File: config.mk
export PLATFORM = sky130hd
export DESIGN_NAME = boot_loader_and_bus_grant
export DESIGN_NICKNAME = d
export VERILOG_FILES = /design/src/logic/boot_grant_pkg.sv /design/src/logic/pin_sync.sv /design/src/logic/bus_arbiter.sv /design/src/logic/boot_loader_and_bus_grant.sv
export SDC_FILE = /design/constraint.sdc
export NUM_CORES = 1
export LEC_CHECK = 0
export BUFFER_PORTS_ARGS = -buffer_cell sky130_fd_sc_hd__clkbuf_2
export CAP_MARGIN = 0
export CORE_ASPECT_RATIO = 0.9
export CORE_UTILIZATION = 35
export DETAILED_ROUTE_END_ITERATION = 8
export MAX_ROUTING_LAYER = met4
export PLACE_DENSITY_LB_ADDON = 0.1
export SYNTH_ARGS = -nofsm -noshare
export SYNTH_HDL_FRONTEND = slang
export SYNTH_SLANG_ARGS = --single-unit
File: constraint.sdc
create_clock -name clk_i -period 3.3 [get_ports clk_i]
set_input_delay 0.66 -clock clk_i [delete_from_list [all_inputs] [get_ports clk_i]]
set_output_delay 0.66 -clock clk_i [all_outputs]
set_load 0.01 [all_outputs]
File: src/logic/boot_grant_pkg.sv
package boot_grant_pkg;

  ////////////////////////////////////////////////////////////////////////////////
  // Register byte offsets on the bus.
  localparam logic [7:0] OFS_CTRL = 8'h00;
  localparam logic [7:0] OFS_PAGE = 8'h04;
  localparam logic [7:0] OFS_INT_START = 8'h08;
  localparam logic [7:0] OFS_EXT_START = 8'h0C;
  localparam logic [7:0] OFS_WORD_COUNT = 8'h10;
  localparam logic [7:0] OFS_STATUS = 8'h14;

  ////////////////////////////////////////////////////////////////////////////////
  // Control register field positions.
  localparam int CTRL_GO_BIT = 0;
  localparam int CTRL_CTX_BIT = 1;
  localparam int CTRL_FMT_LSB = 2;
  localparam int CTRL_DIR_BIT = 4;

  ////////////////////////////////////////////////////////////////////////////////
  // Widths and values after reset.
  localparam int ADDR_W = 14;
  localparam int PAGE_W = 8;
  localparam logic [13:0] BOOT_WORDS = 14'h0020;
  localparam logic [13:0] COUNT_ZERO = 14'h0000;
  localparam logic [13:0] ADDR_ALL_ON = 14'h3FFF;
  localparam logic [13:0] ADDR_A0_ONLY = 14'h0001;
  localparam logic [1:0] FMT_PM24 = 2'h0;
  localparam logic [7:0] PAGE_RESET = 8'h00;

  ////////////////////////////////////////////////////////////////////////////////
  // Boot-select patterns, ordered {C, B, A}.
  localparam logic [2:0] MODE_BYTE_FULL = 3'h0;
  localparam logic [2:0] MODE_NO_BOOT = 3'h2;
  localparam logic [2:0] MODE_BYTE_HOST = 3'h4;
  localparam logic [2:0] MODE_HOST_PORT = 3'h5;

  typedef enum logic [1:0] {
    BOOT_WAIT_RELEASE,
    BOOT_BYTE,
    BOOT_HOST_PORT,
    BOOT_RUN
  } boot_state_e;

endpackage

File: src/logic/pin_sync.sv
`timescale 1ns/100ps
`default_nettype none

////////////////////////////////////////////////////////////////////////////////
module pin_sync #(
  parameter int W = 1
) (
  input wire logic clk_i,
  input wire logic [W-1:0] pin_i,
  output logic [W-1:0] level_o
);

  logic [W-1:0] s1_q;
  logic [W-1:0] s2_q;
  logic [W-1:0] s3_q;
  logic [W-1:0] level_q;

  // A bit changes only once the second and third stages agree.
  always_ff @(posedge clk_i) begin
    s1_q <= pin_i;
    s2_q <= s1_q;
    s3_q <= s2_q;
    level_q <= (~(s2_q ^ s3_q) & s2_q) | ((s2_q ^ s3_q) & level_q);
  end

  assign level_o = level_q;

endmodule

`default_nettype wire

File: src/logic/bus_arbiter.sv
`timescale 1ns/100ps
`default_nettype none

////////////////////////////////////////////////////////////////////////////////
module bus_arbiter
  import boot_grant_pkg::*;
(
  input wire logic clk_i,
  input wire logic rst_i,
  input wire logic request_i,
  input wire logic ext_busy_i,
  input wire logic ext_need_i,
  input wire logic core_ready_i,
  input wire logic go_mode_i,
  input wire logic a0_only_i,
  output logic grant_n_o,
  output logic hang_n_o,
  output logic halt_o,
  output logic drive_en_o,
  output logic [ADDR_W-1:0] addr_en_o
);

  logic grant_d;
  logic stall_d;
  logic grant_n_q;
  logic hang_n_q;
  logic halt_q;
  logic drive_en_q;
  logic [ADDR_W-1:0] addr_en_q;

  // Grant is taken only between external accesses or while in reset, even mid-instruction.
  always_comb begin
    grant_d = request_i & (~grant_n_q | ~ext_busy_i | rst_i);
    stall_d = grant_d & (~go_mode_i | ext_need_i);
  end

  always_ff @(posedge clk_i) begin
    grant_n_q <= ~grant_d;
    halt_q <= stall_d & ~rst_i;
    hang_n_q <= ~(stall_d & core_ready_i & ~rst_i);
  end

  // Memory interface drivers float together with the grant.
  always_ff @(posedge clk_i) begin
    drive_en_q <= ~grant_d;
    if (grant_d) begin
      addr_en_q <= COUNT_ZERO;
    end else if (a0_only_i) begin
      addr_en_q <= ADDR_A0_ONLY;
    end else begin
      addr_en_q <= ADDR_ALL_ON;
    end
  end

  assign grant_n_o = grant_n_q;
  assign hang_n_o = hang_n_q;
  assign halt_o = halt_q;
  assign drive_en_o = drive_en_q;
  assign addr_en_o = addr_en_q;

endmodule

`default_nettype wire

File: src/logic/boot_loader_and_bus_grant.sv
// Functional notes
// - Boot-select pins are captured as reset releases and choose the boot method.
// - Pattern 000 loads 32 words by byte DMA, holds execution, full memory mode.
// - Pattern 010 boots nothing, runs from external zero, never waits on byte DMA.
// - Pattern 100 does the same 32-word byte boot but in host mode.
// - Pattern 101 boots via host port, holding execution until program word zero written.
// - Byte boot transfer starts as soon as reset is released.
// - Byte boot reset clears direction, page, start addresses; format becomes 24-bit program.
// - Byte boot reset presets the word count to 32.
// - Byte boot sets context reset, holding the core until all words land.
// - After the boot words are loaded, execution begins at address zero.
// - In host mode byte boot drives only address bit zero; outside builds the rest.
// - With no external access running, a request is granted next cycle and halts.
// - While granted, data, address, selects and strobes are all floated.
// - Continue-while-granted keeps executing until an external access is needed.
// - A request during an external access waits until the cycle after it ends.
// - The bus may be granted mid-instruction, even between two external accesses.
// - Dropping the request ends the grant, re-enables drivers and resumes execution.
// - Bus requests are honoured always, during boot and during reset.
// - Grant-hang asserts when ready to execute but stalled by the granted bus.
// - The master frees the bus by dropping request; grant and hang then drop.
//
// Register access over Wishbone and the placing of the registers are this design's own decisions.
`timescale 1ns/100ps
`default_nettype none

module boot_loader_and_bus_grant
  import boot_grant_pkg::*;
(
  input wire logic clk_i,
  input wire logic rst_i,
  input wire logic wb_cyc_i,
  input wire logic wb_stb_i,
  input wire logic wb_we_i,
  input wire logic [7:0] wb_adr_i,
  input wire logic [3:0] wb_sel_i,
  input wire logic [31:0] wb_dat_i,
  output logic [31:0] wb_dat_o,
  output logic wb_ack_o,
  input wire logic mode_a_i,
  input wire logic mode_b_i,
  input wire logic mode_c_i,
  input wire logic bus_request_in_n_i,
  output logic bus_grant_out_n_o,
  output logic bus_grant_hang_n_o,
  input wire logic ext_busy_i,
  input wire logic ext_need_i,
  input wire logic core_ready_i,
  output logic mem_drive_en_o,
  output logic [ADDR_W-1:0] addr_drive_en_o,
  output logic core_hold_o,
  output logic core_halt_o,
  output logic exec_restart_o,
  output logic host_mode_o,
  input wire logic byte_dma_word_done_i,
  input wire logic host_pm0_written_i,
  output logic byte_dma_start_o,
  output logic byte_dma_direction_o,
  output logic [PAGE_W-1:0] byte_dma_ext_page_o,
  output logic [ADDR_W-1:0] byte_dma_internal_start_o,
  output logic [ADDR_W-1:0] byte_dma_external_start_o,
  output logic [1:0] byte_dma_format_o,
  output logic [ADDR_W-1:0] byte_dma_word_count_o
);

  ////////////////////////////////////////////////////////////////////////////////
  // Helpers.

  function automatic logic [31:0] merge_w(input logic [31:0] old_w, input logic [31:0] new_w,
                                           input logic [3:0] sel);
    logic [31:0] res;
    res = old_w;
    for (int i = 0; i < 4; i++) begin
      if (sel[i]) begin
        res[i*8 +: 8] = new_w[i*8 +: 8];
      end
    end
    return res;
  endfunction

  function automatic logic is_byte_boot(input logic [2:0] mode);
    return (mode == MODE_BYTE_FULL) || (mode == MODE_BYTE_HOST);
  endfunction

  ////////////////////////////////////////////////////////////////////////////////
  // Pin synchronisers.

  logic [2:0] mode_f;
  logic br_n_f;
  logic request;

  pin_sync #(
    .W(3)
  ) u_mode_sync (
    .clk_i(clk_i),
    .pin_i({mode_c_i, mode_b_i, mode_a_i}),
    .level_o(mode_f)
  );

  pin_sync #(
    .W(1)
  ) u_req_sync (
    .clk_i(clk_i),
    .pin_i(bus_request_in_n_i),
    .level_o(br_n_f)
  );

  assign request = ~br_n_f;

  ////////////////////////////////////////////////////////////////////////////////
  // Registers and state.

  boot_state_e state_q;
  logic [2:0] mode_q;
  logic host_mode_q;
  logic go_q;
  logic ctx_q;
  logic dir_q;
  logic [1:0] fmt_q;
  logic [PAGE_W-1:0] page_q;
  logic [ADDR_W-1:0] int_start_q;
  logic [ADDR_W-1:0] ext_start_q;
  logic [ADDR_W-1:0] wc_q;
  logic start_q;
  logic restart_q;
  logic hold_q;
  logic ack_q;
  logic [31:0] rd_q;
  logic [31:0] rd_d;
  logic [31:0] ctrl_w;
  logic [31:0] wc_w;
  logic [31:0] reg_w;
  logic bus_req;
  logic wr;
  logic count_done;
  logic wc_load;
  logic dma_busy;

  assign bus_req = wb_cyc_i & wb_stb_i;
  assign wr = bus_req & wb_we_i & ack_q;
  assign dma_busy = wc_q != COUNT_ZERO;
  assign count_done = byte_dma_word_done_i & (wc_q == ADDR_A0_ONLY);
  assign ctrl_w = merge_w({27'h0, dir_q, fmt_q, ctx_q, go_q}, wb_dat_i, wb_sel_i);
  assign wc_w = merge_w({18'h0, wc_q}, wb_dat_i, wb_sel_i);
  assign reg_w = merge_w(rd_d, wb_dat_i, wb_sel_i);
  assign wc_load = wr && (wb_adr_i == OFS_WORD_COUNT) && (wc_w[ADDR_W-1:0] != COUNT_ZERO);

  ////////////////////////////////////////////////////////////////////////////////
  // Boot-select capture; the last value seen in reset is kept.

  always_ff @(posedge clk_i) begin
    if (rst_i) begin
      mode_q <= mode_f;
      host_mode_q <= mode_f[2];
    end
  end

  ////////////////////////////////////////////////////////////////////////////////
  // Boot sequencer.

  always_ff @(posedge clk_i) begin
    if (rst_i) begin
      state_q <= BOOT_WAIT_RELEASE;
    end else begin
      unique case (state_q)
        BOOT_WAIT_RELEASE: begin
          if (is_byte_boot(mode_q)) begin
            state_q <= BOOT_BYTE;
          end else if (mode_q == MODE_HOST_PORT) begin
            state_q <= BOOT_HOST_PORT;
          end else begin
            state_q <= BOOT_RUN;
          end
        end
        BOOT_BYTE: begin
          if (count_done) begin
            state_q <= BOOT_RUN;
          end
        end
        BOOT_HOST_PORT: begin
          if (host_pm0_written_i) begin
            state_q <= BOOT_RUN;
          end
        end
        BOOT_RUN: begin
          state_q <= BOOT_RUN;
        end
      endcase
    end
  end

  // Start pulse at release for a byte boot, or on a nonzero count write.
  always_ff @(posedge clk_i) begin
    if (rst_i) begin
      start_q <= 1'b0;
    end else begin
      start_q <= ((state_q == BOOT_WAIT_RELEASE) && is_byte_boot(mode_q)) || wc_load;
    end
  end

  // Context reset holds the core while words are moving, then restarts at zero.
  always_ff @(posedge clk_i) begin
    if (rst_i) begin
      hold_q <= 1'b1;
      restart_q <= 1'b0;
    end else begin
      hold_q <= (state_q != BOOT_RUN) || (ctx_q && dma_busy);
      restart_q <= ctx_q && count_done;
    end
  end

  ////////////////////////////////////////////////////////////////////////////////
  // Byte DMA settings; byte boot defaults are loaded while reset is held.

  always_ff @(posedge clk_i) begin
    if (rst_i) begin
      go_q <= 1'b0;
      ctx_q <= is_byte_boot(mode_f);
      dir_q <= 1'b0;
      fmt_q <= FMT_PM24;
    end else if (wr && (wb_adr_i == OFS_CTRL)) begin
      go_q <= ctrl_w[CTRL_GO_BIT];
      ctx_q <= ctrl_w[CTRL_CTX_BIT];
      dir_q <= ctrl_w[CTRL_DIR_BIT];
      fmt_q <= ctrl_w[CTRL_FMT_LSB +: 2];
    end
  end

  always_ff @(posedge clk_i) begin
    if (rst_i) begin
      page_q <= PAGE_RESET;
      int_start_q <= COUNT_ZERO;
      ext_start_q <= COUNT_ZERO;
    end else if (wr) begin
      if (wb_adr_i == OFS_PAGE) begin
        page_q <= reg_w[PAGE_W-1:0];
      end
      if (wb_adr_i == OFS_INT_START) begin
        int_start_q <= reg_w[ADDR_W-1:0];
      end
      if (wb_adr_i == OFS_EXT_START) begin
        ext_start_q <= reg_w[ADDR_W-1:0];
      end
    end
  end

  // A write wins over the word-done decrement in the same cycle.
  always_ff @(posedge clk_i) begin
    if (rst_i) begin
      wc_q <= is_byte_boot(mode_f) ? BOOT_WORDS : COUNT_ZERO;
    end else if (wr && (wb_adr_i == OFS_WORD_COUNT)) begin
      wc_q <= wc_w[ADDR_W-1:0];
    end else if (byte_dma_word_done_i && dma_busy) begin
      wc_q <= wc_q - ADDR_A0_ONLY;
    end
  end

  ////////////////////////////////////////////////////////////////////////////////
  // Bus arbiter.

  bus_arbiter u_arbiter (
    .clk_i(clk_i),
    .rst_i(rst_i),
    .request_i(request),
    .ext_busy_i(ext_busy_i),
    .ext_need_i(ext_need_i),
    .core_ready_i(core_ready_i),
    .go_mode_i(go_q),
    .a0_only_i(host_mode_q && dma_busy),
    .grant_n_o(bus_grant_out_n_o),
    .hang_n_o(bus_grant_hang_n_o),
    .halt_o(core_halt_o),
    .drive_en_o(mem_drive_en_o),
    .addr_en_o(addr_drive_en_o)
  );

  ////////////////////////////////////////////////////////////////////////////////
  // Wishbone slave; unmapped reads return zero, unmapped writes are dropped.

  always_comb begin
    unique case (wb_adr_i)
      OFS_CTRL: rd_d = {27'h0, dir_q, fmt_q, ctx_q, go_q};
      OFS_PAGE: rd_d = {24'h0, page_q};
      OFS_INT_START: rd_d = {18'h0, int_start_q};
      OFS_EXT_START: rd_d = {18'h0, ext_start_q};
      OFS_WORD_COUNT: rd_d = {18'h0, wc_q};
      OFS_STATUS: rd_d = {24'h0, dma_busy, ~bus_grant_hang_n_o, ~bus_grant_out_n_o,
                          state_q == BOOT_RUN, host_mode_q, mode_q};
      default: rd_d = 32'h0000_0000;
    endcase
  end

  always_ff @(posedge clk_i) begin
    if (rst_i) begin
      ack_q <= 1'b0;
      rd_q <= 32'h0000_0000;
    end else begin
      ack_q <= bus_req && !ack_q;
      if (bus_req && !ack_q) begin
        rd_q <= rd_d;
      end
    end
  end

  assign wb_ack_o = ack_q;
  assign wb_dat_o = rd_q;
  assign core_hold_o = hold_q;
  assign exec_restart_o = restart_q;
  assign host_mode_o = host_mode_q;
  assign byte_dma_start_o = start_q;
  assign byte_dma_direction_o = dir_q;
  assign byte_dma_ext_page_o = page_q;
  assign byte_dma_internal_start_o = int_start_q;
  assign byte_dma_external_start_o = ext_start_q;
  assign byte_dma_format_o = fmt_q;
  assign byte_dma_word_count_o = wc_q;
endmodule

`default_nettype wire

# After elaboration in Yosys (flattened, before gate mapping)
# Cells that the tools add are included.
# totals
regBits	130
inputBits	58
output_inout_bits	108
elab_cells	121
# op_classes
addsub	1
n_eq_ne	15
mux	18
n_bitwise	30
n_reduce_logical	29
# op_table
cell	n
$pmux W14 S6	1
$mux W14	4
$reduce_bool A14 Y1	2
$mux W6	3
$eq A8 B4 Y1 const B	2
$eq A8 B5 Y1 const B	2
$mux W8	2
$eq A14 B1 Y1 const B	1
$sub A14 B1 Y14 const B	1
$reduce_and A2 Y1	6
$and A1 B1 Y1	11
$eq A3 B3 Y1 const B	3
$logic_and A1 B1 Y1	9
$not A1 Y1	9
$eq A8 B3 Y1 const B	1
$logic_not A8 Y1	1
$mux W2	4
$pmux W2 S4	1
$and A3 B3 Y3	2
$logic_not A3 Y1	2
$ne A2 B2 Y1 const B	3
$eq A2 B2 Y1 const B	2
$logic_or A1 B1 Y1	4
$or A1 B1 Y1	4
10 further kinds	13

# Logic depth before layout (Yosys ltp)
# logic_depth
ltp_word	8
mapped_depth	8
mapped_depth_nobuf	7

# By module
# From an unflattened synthesis, not the netlist that was laid out.
# hier_totals
cells_unflattened	531
area_unflattened_um2	5058.6
# by_module_without_submodules
module	instances	cells_each	area_per_inst_um2	seq_area_each_um2
boot_loader_and_bus_grant	1	485	4419.2	1741.7
pin_sync at u_mode_sync	1	15	296.5	270.3
bus_arbiter	1	26	244.0	100.1
pin_sync at u_req_sync	1	5	98.8	90.1

# Least setup slack after synthesis
# Ideal clock, no wire load.
# synth_timing
path_kind	input -> register
startpoint	input wb_adr_i[5]
endpoint	register wc_q[0], in the netlist byte_dma_word_count_o[0] (enable)
setup_ns	0.357
arrival_time_ns	2.174
required_time_ns	2.943
path_slack_ns	0.769
cell_stages	4
path_buffers	1
path_cell_list	or4b_1 > nor4_4 > buf_2 > a211o_1
# synth_via
elab_chain_len	3
# synth_lines
item	line_no	text
from (decl)	boot_loader_and_bus_grant.sv:35	input wire logic [7:0] wb_adr_i,
$eq A8 B5 Y1	boot_loader_and_bus_grant.sv:251	end else if (wr && (wb_adr_i == OFS_WORD_COUNT)) begin
$logic_and A1 B1 Y1	boot_loader_and_bus_grant.sv:251	
$reduce_bool A3 Y1 (no line)	--	
to (signal assigned)	boot_loader_and_bus_grant.sv:250	wc_q <= is_byte_boot(mode_f) ? BOOT_WORDS : COUNT_ZERO;
to (signal assigned)	boot_loader_and_bus_grant.sv:252	wc_q <= wc_w[ADDR_W-1:0];
to (signal assigned)	boot_loader_and_bus_grant.sv:254	wc_q <= wc_q - ADDR_A0_ONLY;
to (decl)	boot_loader_and_bus_grant.sv:123	logic [ADDR_W-1:0] wc_q;
# Every way passes these cells.
# A chain may end at the register's enable or synchronous reset.

# Worst setup path in the final report
# layout_timing
startpoint	register wc_q[1], in the netlist byte_dma_word_count_o[1]
endpoint	register wc_q[4], in the netlist byte_dma_word_count_o[4] (enable)
# layout_via
elab_chain_len	3
# layout_lines
item	line_no	text
$reduce_bool A14 Y1	boot_loader_and_bus_grant.sv:141	assign dma_busy = wc_q != COUNT_ZERO;
$logic_and A1 B1 Y1	boot_loader_and_bus_grant.sv:253	end else if (byte_dma_word_done_i && dma_busy) begin
$reduce_bool A3 Y1 (no line)	--	
# Every way passes these cells.

==> impl_results.html <==
<table>
<tr><th>Metric</th><th>Value</th></tr>
<tr><th colspan="2">Worst hold path</th></tr>
<tr><td>Worst hold path type</td><td>reg -&gt; reg</td></tr>
<tr><th colspan="2">Synth</th></tr>
<tr><td>Area of the mapped netlist</td><td>4930 sq um</td></tr>
<tr><td>Yosys warning count</td><td>0</td></tr>
<tr><td>Number of distinct library cells after synthesis</td><td>66</td></tr>
<tr><td>Cell count after synthesis</td><td>between 500 and 600</td></tr>
<tr><td>Number of storage elements in the synthesis netlist</td><td>99</td></tr>
<tr><td>Sequential fraction of the synthesis area</td><td>0.446</td></tr>
<tr><td>Adder-cell share of the synthesized area</td><td>0.00507</td></tr>
<tr><td>Share of the synthesized area in the top cell type</td><td>0.313</td></tr>
<tr><td>Xor and xnor area share after synthesis</td><td>0.00710</td></tr>
<tr><td>Async S/R FF share, synth</td><td>0</td></tr>
<tr><td>Synthesized area per cell</td><td>9.39 sq um</td></tr>
<tr><td>Synthesized-area fraction occupied by and/or/nand/nor cells</td><td>0.209</td></tr>
<tr><td>Top cells by area in the synthesized netlist</td><td>sky130_fd_sc_hd__dfxtp_1 (31%), sky130_fd_sc_hd__edfxtp_1 (13%), sky130_fd_sc_hd__buf_4 (5.0%), sky130_fd_sc_hd__nor2_1 (5.0%), sky130_fd_sc_hd__mux2i_1 (4.5%)</td></tr>
<tr><td>Mux share of post-synthesis cell area</td><td>0.0743</td></tr>
<tr><td>Synth Flop Type</td><td>sky130_fd_sc_hd__dfxtp_1</td></tr>
<tr><td>Number of flops mapped to enable cells by yosys</td><td>22</td></tr>
<tr><td>Compound-cell area share of the yosys netlist</td><td>0.173</td></tr>
<tr><td>Largest area contributor in the synthesized netlist</td><td>sky130_fd_sc_hd__dfxtp_1</td></tr>
<tr><td>Main combinational cell family by area after synthesis</td><td>simple AND/OR/NAND/NOR gates</td></tr>
<tr><th colspan="2">Global route</th></tr>
<tr><td>Gr ovfl total</td><td>0</td></tr>
<tr><td>First-pass GRT wire length</td><td>23900 um</td></tr>
<tr><td>Number of antenna violations at the first check in global routing</td><td>0</td></tr>
<tr><td>Largest net degree at the start of global routing</td><td>31</td></tr>
<tr><td>Via count of the first global-routing pass</td><td>approximately 4.2k</td></tr>
<tr><td>Global-route usage over all layers</td><td>0.225</td></tr>
<tr><th colspan="2">Layout</th></tr>
<tr><td>Nets@finish</td><td>slightly below 700</td></tr>
<tr><td>Multi-input logic area</td><td>2380 sq um</td></tr>
<tr><td>Synthesis-to-layout area growth</td><td>19.7%</td></tr>
<tr><td>Post-route standard cell area excluding fillers</td><td>between 5000 and 6000 sq um</td></tr>
<tr><td>Final antenna diode count</td><td>0</td></tr>
<tr><td>Number of fill cells in the layout</td><td>1375</td></tr>
<tr><td>Fraction of layout cells with a size suffix above 1</td><td>0.294</td></tr>
<tr><td>Storage cell area</td><td>2200 sq um</td></tr>
<tr><td>Finished Layout Cells</td><td>829</td></tr>
<tr><td>Util after Layout</td><td>0.435</td></tr>
<tr><th colspan="2">STA</th></tr>
<tr><td>Worst-Margin Slew</td><td>0.697 ns</td></tr>
<tr><td>Final Critical Period</td><td>2.88 ns</td></tr>
<tr><td>Setup repair after global routing missed its margin</td><td>no</td></tr>
<tr><td>Total count of hold-check failures in the final report</td><td>0</td></tr>
<tr><td>Post-route clock skew</td><td>roughly 0.0084 ns</td></tr>
<tr><td>Endpoints failing setup</td><td>0</td></tr>
<tr><td>Share of the cycle needed by the critical path after routing</td><td>0.873</td></tr>
<tr><td>Hold_ws</td><td>0.329 ns</td></tr>
<tr><td>Worst slew margin relative to its limit</td><td>0.534</td></tr>
<tr><td>Max Slew Vio Count</td><td>0</td></tr>
<tr><td>Highest attainable clock frequency</td><td>0.347 GHz</td></tr>
<tr><td>Total negative slack for setup checks</td><td>0 ns</td></tr>
<tr><th colspan="2">Worst setup path</th></tr>
<tr><td>Category of the critical setup timing path</td><td>reg -&gt; reg</td></tr>
<tr><td>Nature of the critical path endpoint</td><td>register</td></tr>
<tr><td>Maximum net fanout on the critical path</td><td>14</td></tr>
<tr><td>Arr. time, crit path</td><td>2.90 ns</td></tr>
<tr><td>Cell Chain, Critical Path</td><td>inv_1 &gt; ha_1 &gt; or3b_2 &gt; nor3_1 &gt; nand2_1 &gt; a211o_1</td></tr>
<tr><td>Required @ worst endpoint</td><td>3.32 ns</td></tr>
<tr><td>Category of the worst setup path launch point</td><td>register</td></tr>
<tr><td>Setup slack on the worst flop-to-flop path</td><td>0.42 ns</td></tr>
<tr><td>Highest-delay cell along the critical path</td><td>sky130_fd_sc_hd__a211o_1</td></tr>
<tr><td>Critical path's largest stage delay</td><td>just under 0.6 ns</td></tr>
<tr><th colspan="2">Clocking</th></tr>
<tr><td>TritonCTS clock tree</td><td>done</td></tr>
<tr><td>Resize count post-CTS</td><td>0</td></tr>
<tr><td>Worst-skew pair later-pin latency</td><td>0.36 ns</td></tr>
<tr><td>CTS Hold Bufs</td><td>0</td></tr>
<tr><td>Total clock sinks</td><td>99</td></tr>
<tr><td>Clock slew seen by the registers of the worst setup and hold paths</td><td>0.07 ns</td></tr>
<tr><td>Clock Tree Buf Depth</td><td>2</td></tr>
<tr><td>Buffers inserted by post-CTS timing repair</td><td>0</td></tr>
<tr><td>Inserted Clock Buffers</td><td>9</td></tr>
<tr><td>CTS H-Tree Depth</td><td>3</td></tr>
<tr><td>Root Buffer</td><td>sky130_fd_sc_hd__clkbuf_16</td></tr>
<tr><th colspan="2">Placed design</th></tr>
<tr><td>Count of buffers inserted at the top-level ports</td><td>roughly 130</td></tr>
<tr><td>Placed Instances</td><td>813</td></tr>
<tr><td>Cell area after placement</td><td>5630 sq um</td></tr>
<tr><td>HPWL after detailed placement</td><td>11600 um</td></tr>
<tr><td>Final Wtd Congestion</td><td>0.875</td></tr>
<tr><th colspan="2">Die</th></tr>
<tr><td>Number of placed I/O pins</td><td>166</td></tr>
<tr><td>Row count</td><td>40</td></tr>
<tr><td>Initial Utilization</td><td>0.364</td></tr>
<tr><td>Die outline height</td><td>115 um</td></tr>
<tr><td>Die Wd</td><td>127 um</td></tr>
<tr><td>Die ar.</td><td>between 10000 and 15000 sq um</td></tr>
<tr><td>Floorplan Core Area</td><td>13600 sq um</td></tr>
<tr><th colspan="2">Route</th></tr>
<tr><td>Average wire per cell in the routed design</td><td>18.6 um</td></tr>
<tr><td>Routed vias/inst</td><td>roughly 5.4</td></tr>
<tr><td>Total DRC errors in the routed layout</td><td>0</td></tr>
<tr><td>Detailed Routing Iterations Pass 1</td><td>5</td></tr>
<tr><td>Drt total wl</td><td>15500 um</td></tr>
<tr><td>Total via count after detailed routing</td><td>4449</td></tr>
<tr><td>Highest layer used for signal routing</td><td>met4</td></tr>
<tr><td>Met2 WL post-DR</td><td>6680 um</td></tr>
<tr><td>Amount of wire on met3 after detailed routing</td><td>roughly 1100 um</td></tr>
<tr><td>Antenna viol nets, final</td><td>0</td></tr>
<tr><td>Total routed wire length on the met1 layer</td><td>7430 um</td></tr>
<tr><td>DRC marker count from the first detailed-route iteration</td><td>roughly 260</td></tr>
<tr><th colspan="2">Pwr</th></tr>
<tr><td>Switching part of the total power</td><td>0.286</td></tr>
<tr><td>Sequential share of power</td><td>0.500</td></tr>
<tr><td>Power per standard cell area</td><td>460 nW/um^2</td></tr>
<tr><td>Maximum resistive drop on vdd</td><td>263 uV</td></tr>
<tr><td>Total net switching power</td><td>775 uW</td></tr>
<tr><td>Leakage component of the power</td><td>2.34 nW</td></tr>
<tr><td>Cell Int Power</td><td>1.94 mW</td></tr>
<tr><td>Proportion of power drawn by combinational gates</td><td>0.125</td></tr>
<tr><td>Share of total power in the clock network</td><td>0.375</td></tr>
<tr><th colspan="2">Outcome</th></tr>
<tr><td>Run status</td><td>finished, final reports clean</td></tr>
<tr><th colspan="2">Run</th></tr>
<tr><td>Number of max-capacitance violations reported</td><td>0</td></tr>
</table>
cell usage in the layout, fill, tap and decap left out, types with 4 or more instances in the layout:
master | synthesis | routed
sky130_fd_sc_hd__buf_4 | 33 | 20
sky130_fd_sc_hd__xnor2_1 | 4 | 4
sky130_fd_sc_hd__nor3_1 | 18 | 18
sky130_fd_sc_hd__mux2_2 | 13 | 13
sky130_fd_sc_hd__dfxtp_1 | 77 | 77
sky130_fd_sc_hd__a211oi_1 | 17 | 17
sky130_fd_sc_hd__nand3_1 | 9 | 9
sky130_fd_sc_hd__a22oi_1 | 14 | 14
sky130_fd_sc_hd__a31oi_1 | 10 | 10
sky130_fd_sc_hd__clkbuf_16 | 0 | 9
sky130_fd_sc_hd__mux2i_1 | 22 | 22
sky130_fd_sc_hd__edfxtp_1 | 22 | 22
sky130_fd_sc_hd__or3_1 | 18 | 18
sky130_fd_sc_hd__clkbuf_2 | 0 | 127
sky130_fd_sc_hd__or4_1 | 4 | 4
sky130_fd_sc_hd__inv_1 | 6 | 6
sky130_fd_sc_hd__o21ai_0 | 10 | 10
sky130_fd_sc_hd__a311oi_1 | 14 | 14
sky130_fd_sc_hd__nand2_1 | 36 | 36
sky130_fd_sc_hd__nand4_1 | 5 | 5
sky130_fd_sc_hd__a21oi_1 | 21 | 21
sky130_fd_sc_hd__conb_1 | 1 | 18
sky130_fd_sc_hd__o22ai_1 | 4 | 4
sky130_fd_sc_hd__nor2_1 | 66 | 66
per-stage QoR:
stage          power [mW]  setup WS [ns]
3_3_place_gp         1.71          0.486
2_1_floorplan        1.60          0.769
6_report             2.71          0.420
5_1_grt              2.82          0.245
3_5_place_dp         1.72          0.456
4_1_cts              2.73          0.424
Yosys cell counts (12+ instances only):
cell type and number:
sky130_fd_sc_hd__dfxtp_1 77, sky130_fd_sc_hd__edfxtp_1 22, sky130_fd_sc_hd__mux2i_1 22, sky130_fd_sc_hd__mux2_2 13, sky130_fd_sc_hd__nor2_1 66, sky130_fd_sc_hd__buf_4 33, sky130_fd_sc_hd__a211oi_1 17, sky130_fd_sc_hd__buf_2 12
sky130_fd_sc_hd__a22oi_1 14, sky130_fd_sc_hd__nor3_1 18, sky130_fd_sc_hd__a21oi_1 21, sky130_fd_sc_hd__nand2_1 36, sky130_fd_sc_hd__clkbuf_1 19, sky130_fd_sc_hd__a311oi_1 14, sky130_fd_sc_hd__or3_1 18
layer usage:
layer / vias up / global-route usage
met5: - / -
li1: 2120 / -
met2: 164 / 0.324
met1: 2147 / 0.308
met4: 0 / 0.0714
met3: 18 / 0.0556
critical path, delay by kind of cell (launching register included):
family                     cells  cell delay (ns)
DFF                            1             0.53
AOI/OAI and AO/OA              1             0.59
buffers and inverters          1             0.16
adders and majority gates      1             0.23
and+or+nand+nor                3             1.02
cell families after synthesis:
kind of cell / Yosys count
AND/OR/NAND/NOR: 193
AO/OA/AOI/OAI: 120
flip-flops: 99
buffers and inverters: 71
multiplexers: 35
XOR/XNOR: 4
adder cells (fa/ha/maj): 2
other: 1
state kept, by name (all words and copies together) (netlist names), 3 cells and up, named ones only:
register	count
u_mode_sync.s2_q	3
wb_dat_o	14
byte_dma_internal_start_o	14
u_mode_sync.s1_q	3
byte_dma_external_start_o	14
mode_q	3
u_mode_sync.s3_q	3
byte_dma_word_count_o	14
byte_dma_ext_page_o	8
path summary, 6_finish.rpt:
path,start,to,cells after the start
worst max-delay path,byte_dma_word_count_o[1]$_SDFFCE_PP0P_,byte_dma_word_count_o[4]$_SDFFCE_PP0P_,6
worst min-delay path,u_mode_sync.s1_q[2]$_DFF_P_,u_mode_sync.s2_q[2]$_DFF_P_,0
worst min register to register,u_mode_sync.s1_q[2]$_DFF_P_,u_mode_sync.s2_q[2]$_DFF_P_,0
worst max register to register,byte_dma_word_count_o[1]$_SDFFCE_PP0P_,byte_dma_word_count_o[4]$_SDFFCE_PP0P_,6
power by group through the flow:
stage	Clock (mW)	Sequential (mW)	Combinational (mW)
6_report	1.02	1.36	0.340
5_1_grt	1.08	1.36	0.375
4_1_cts	1.04	1.35	0.338
3_5_place_dp	0	1.38	0.337
3_3_place_gp	0	1.38	0.334
2_1_floorplan	0	1.37	0.221
area by class of cell:
| class | instances | share of cell area |
|---|---|---|
| Multi-Input combinational cell | 372 | 0.403 |
| Sequential cell | 99 | 0.373 |
| Timing Repair Buffer | 147 | 0.133 |
| Tap cell | 189 | 0.0401 |
| Clock buffer | 9 | 0.0381 |
| Clock inverter | 7 | 0.00869 |
| Inverter | 6 | 0.00381 |
Power figures use the tool's default switching activity.
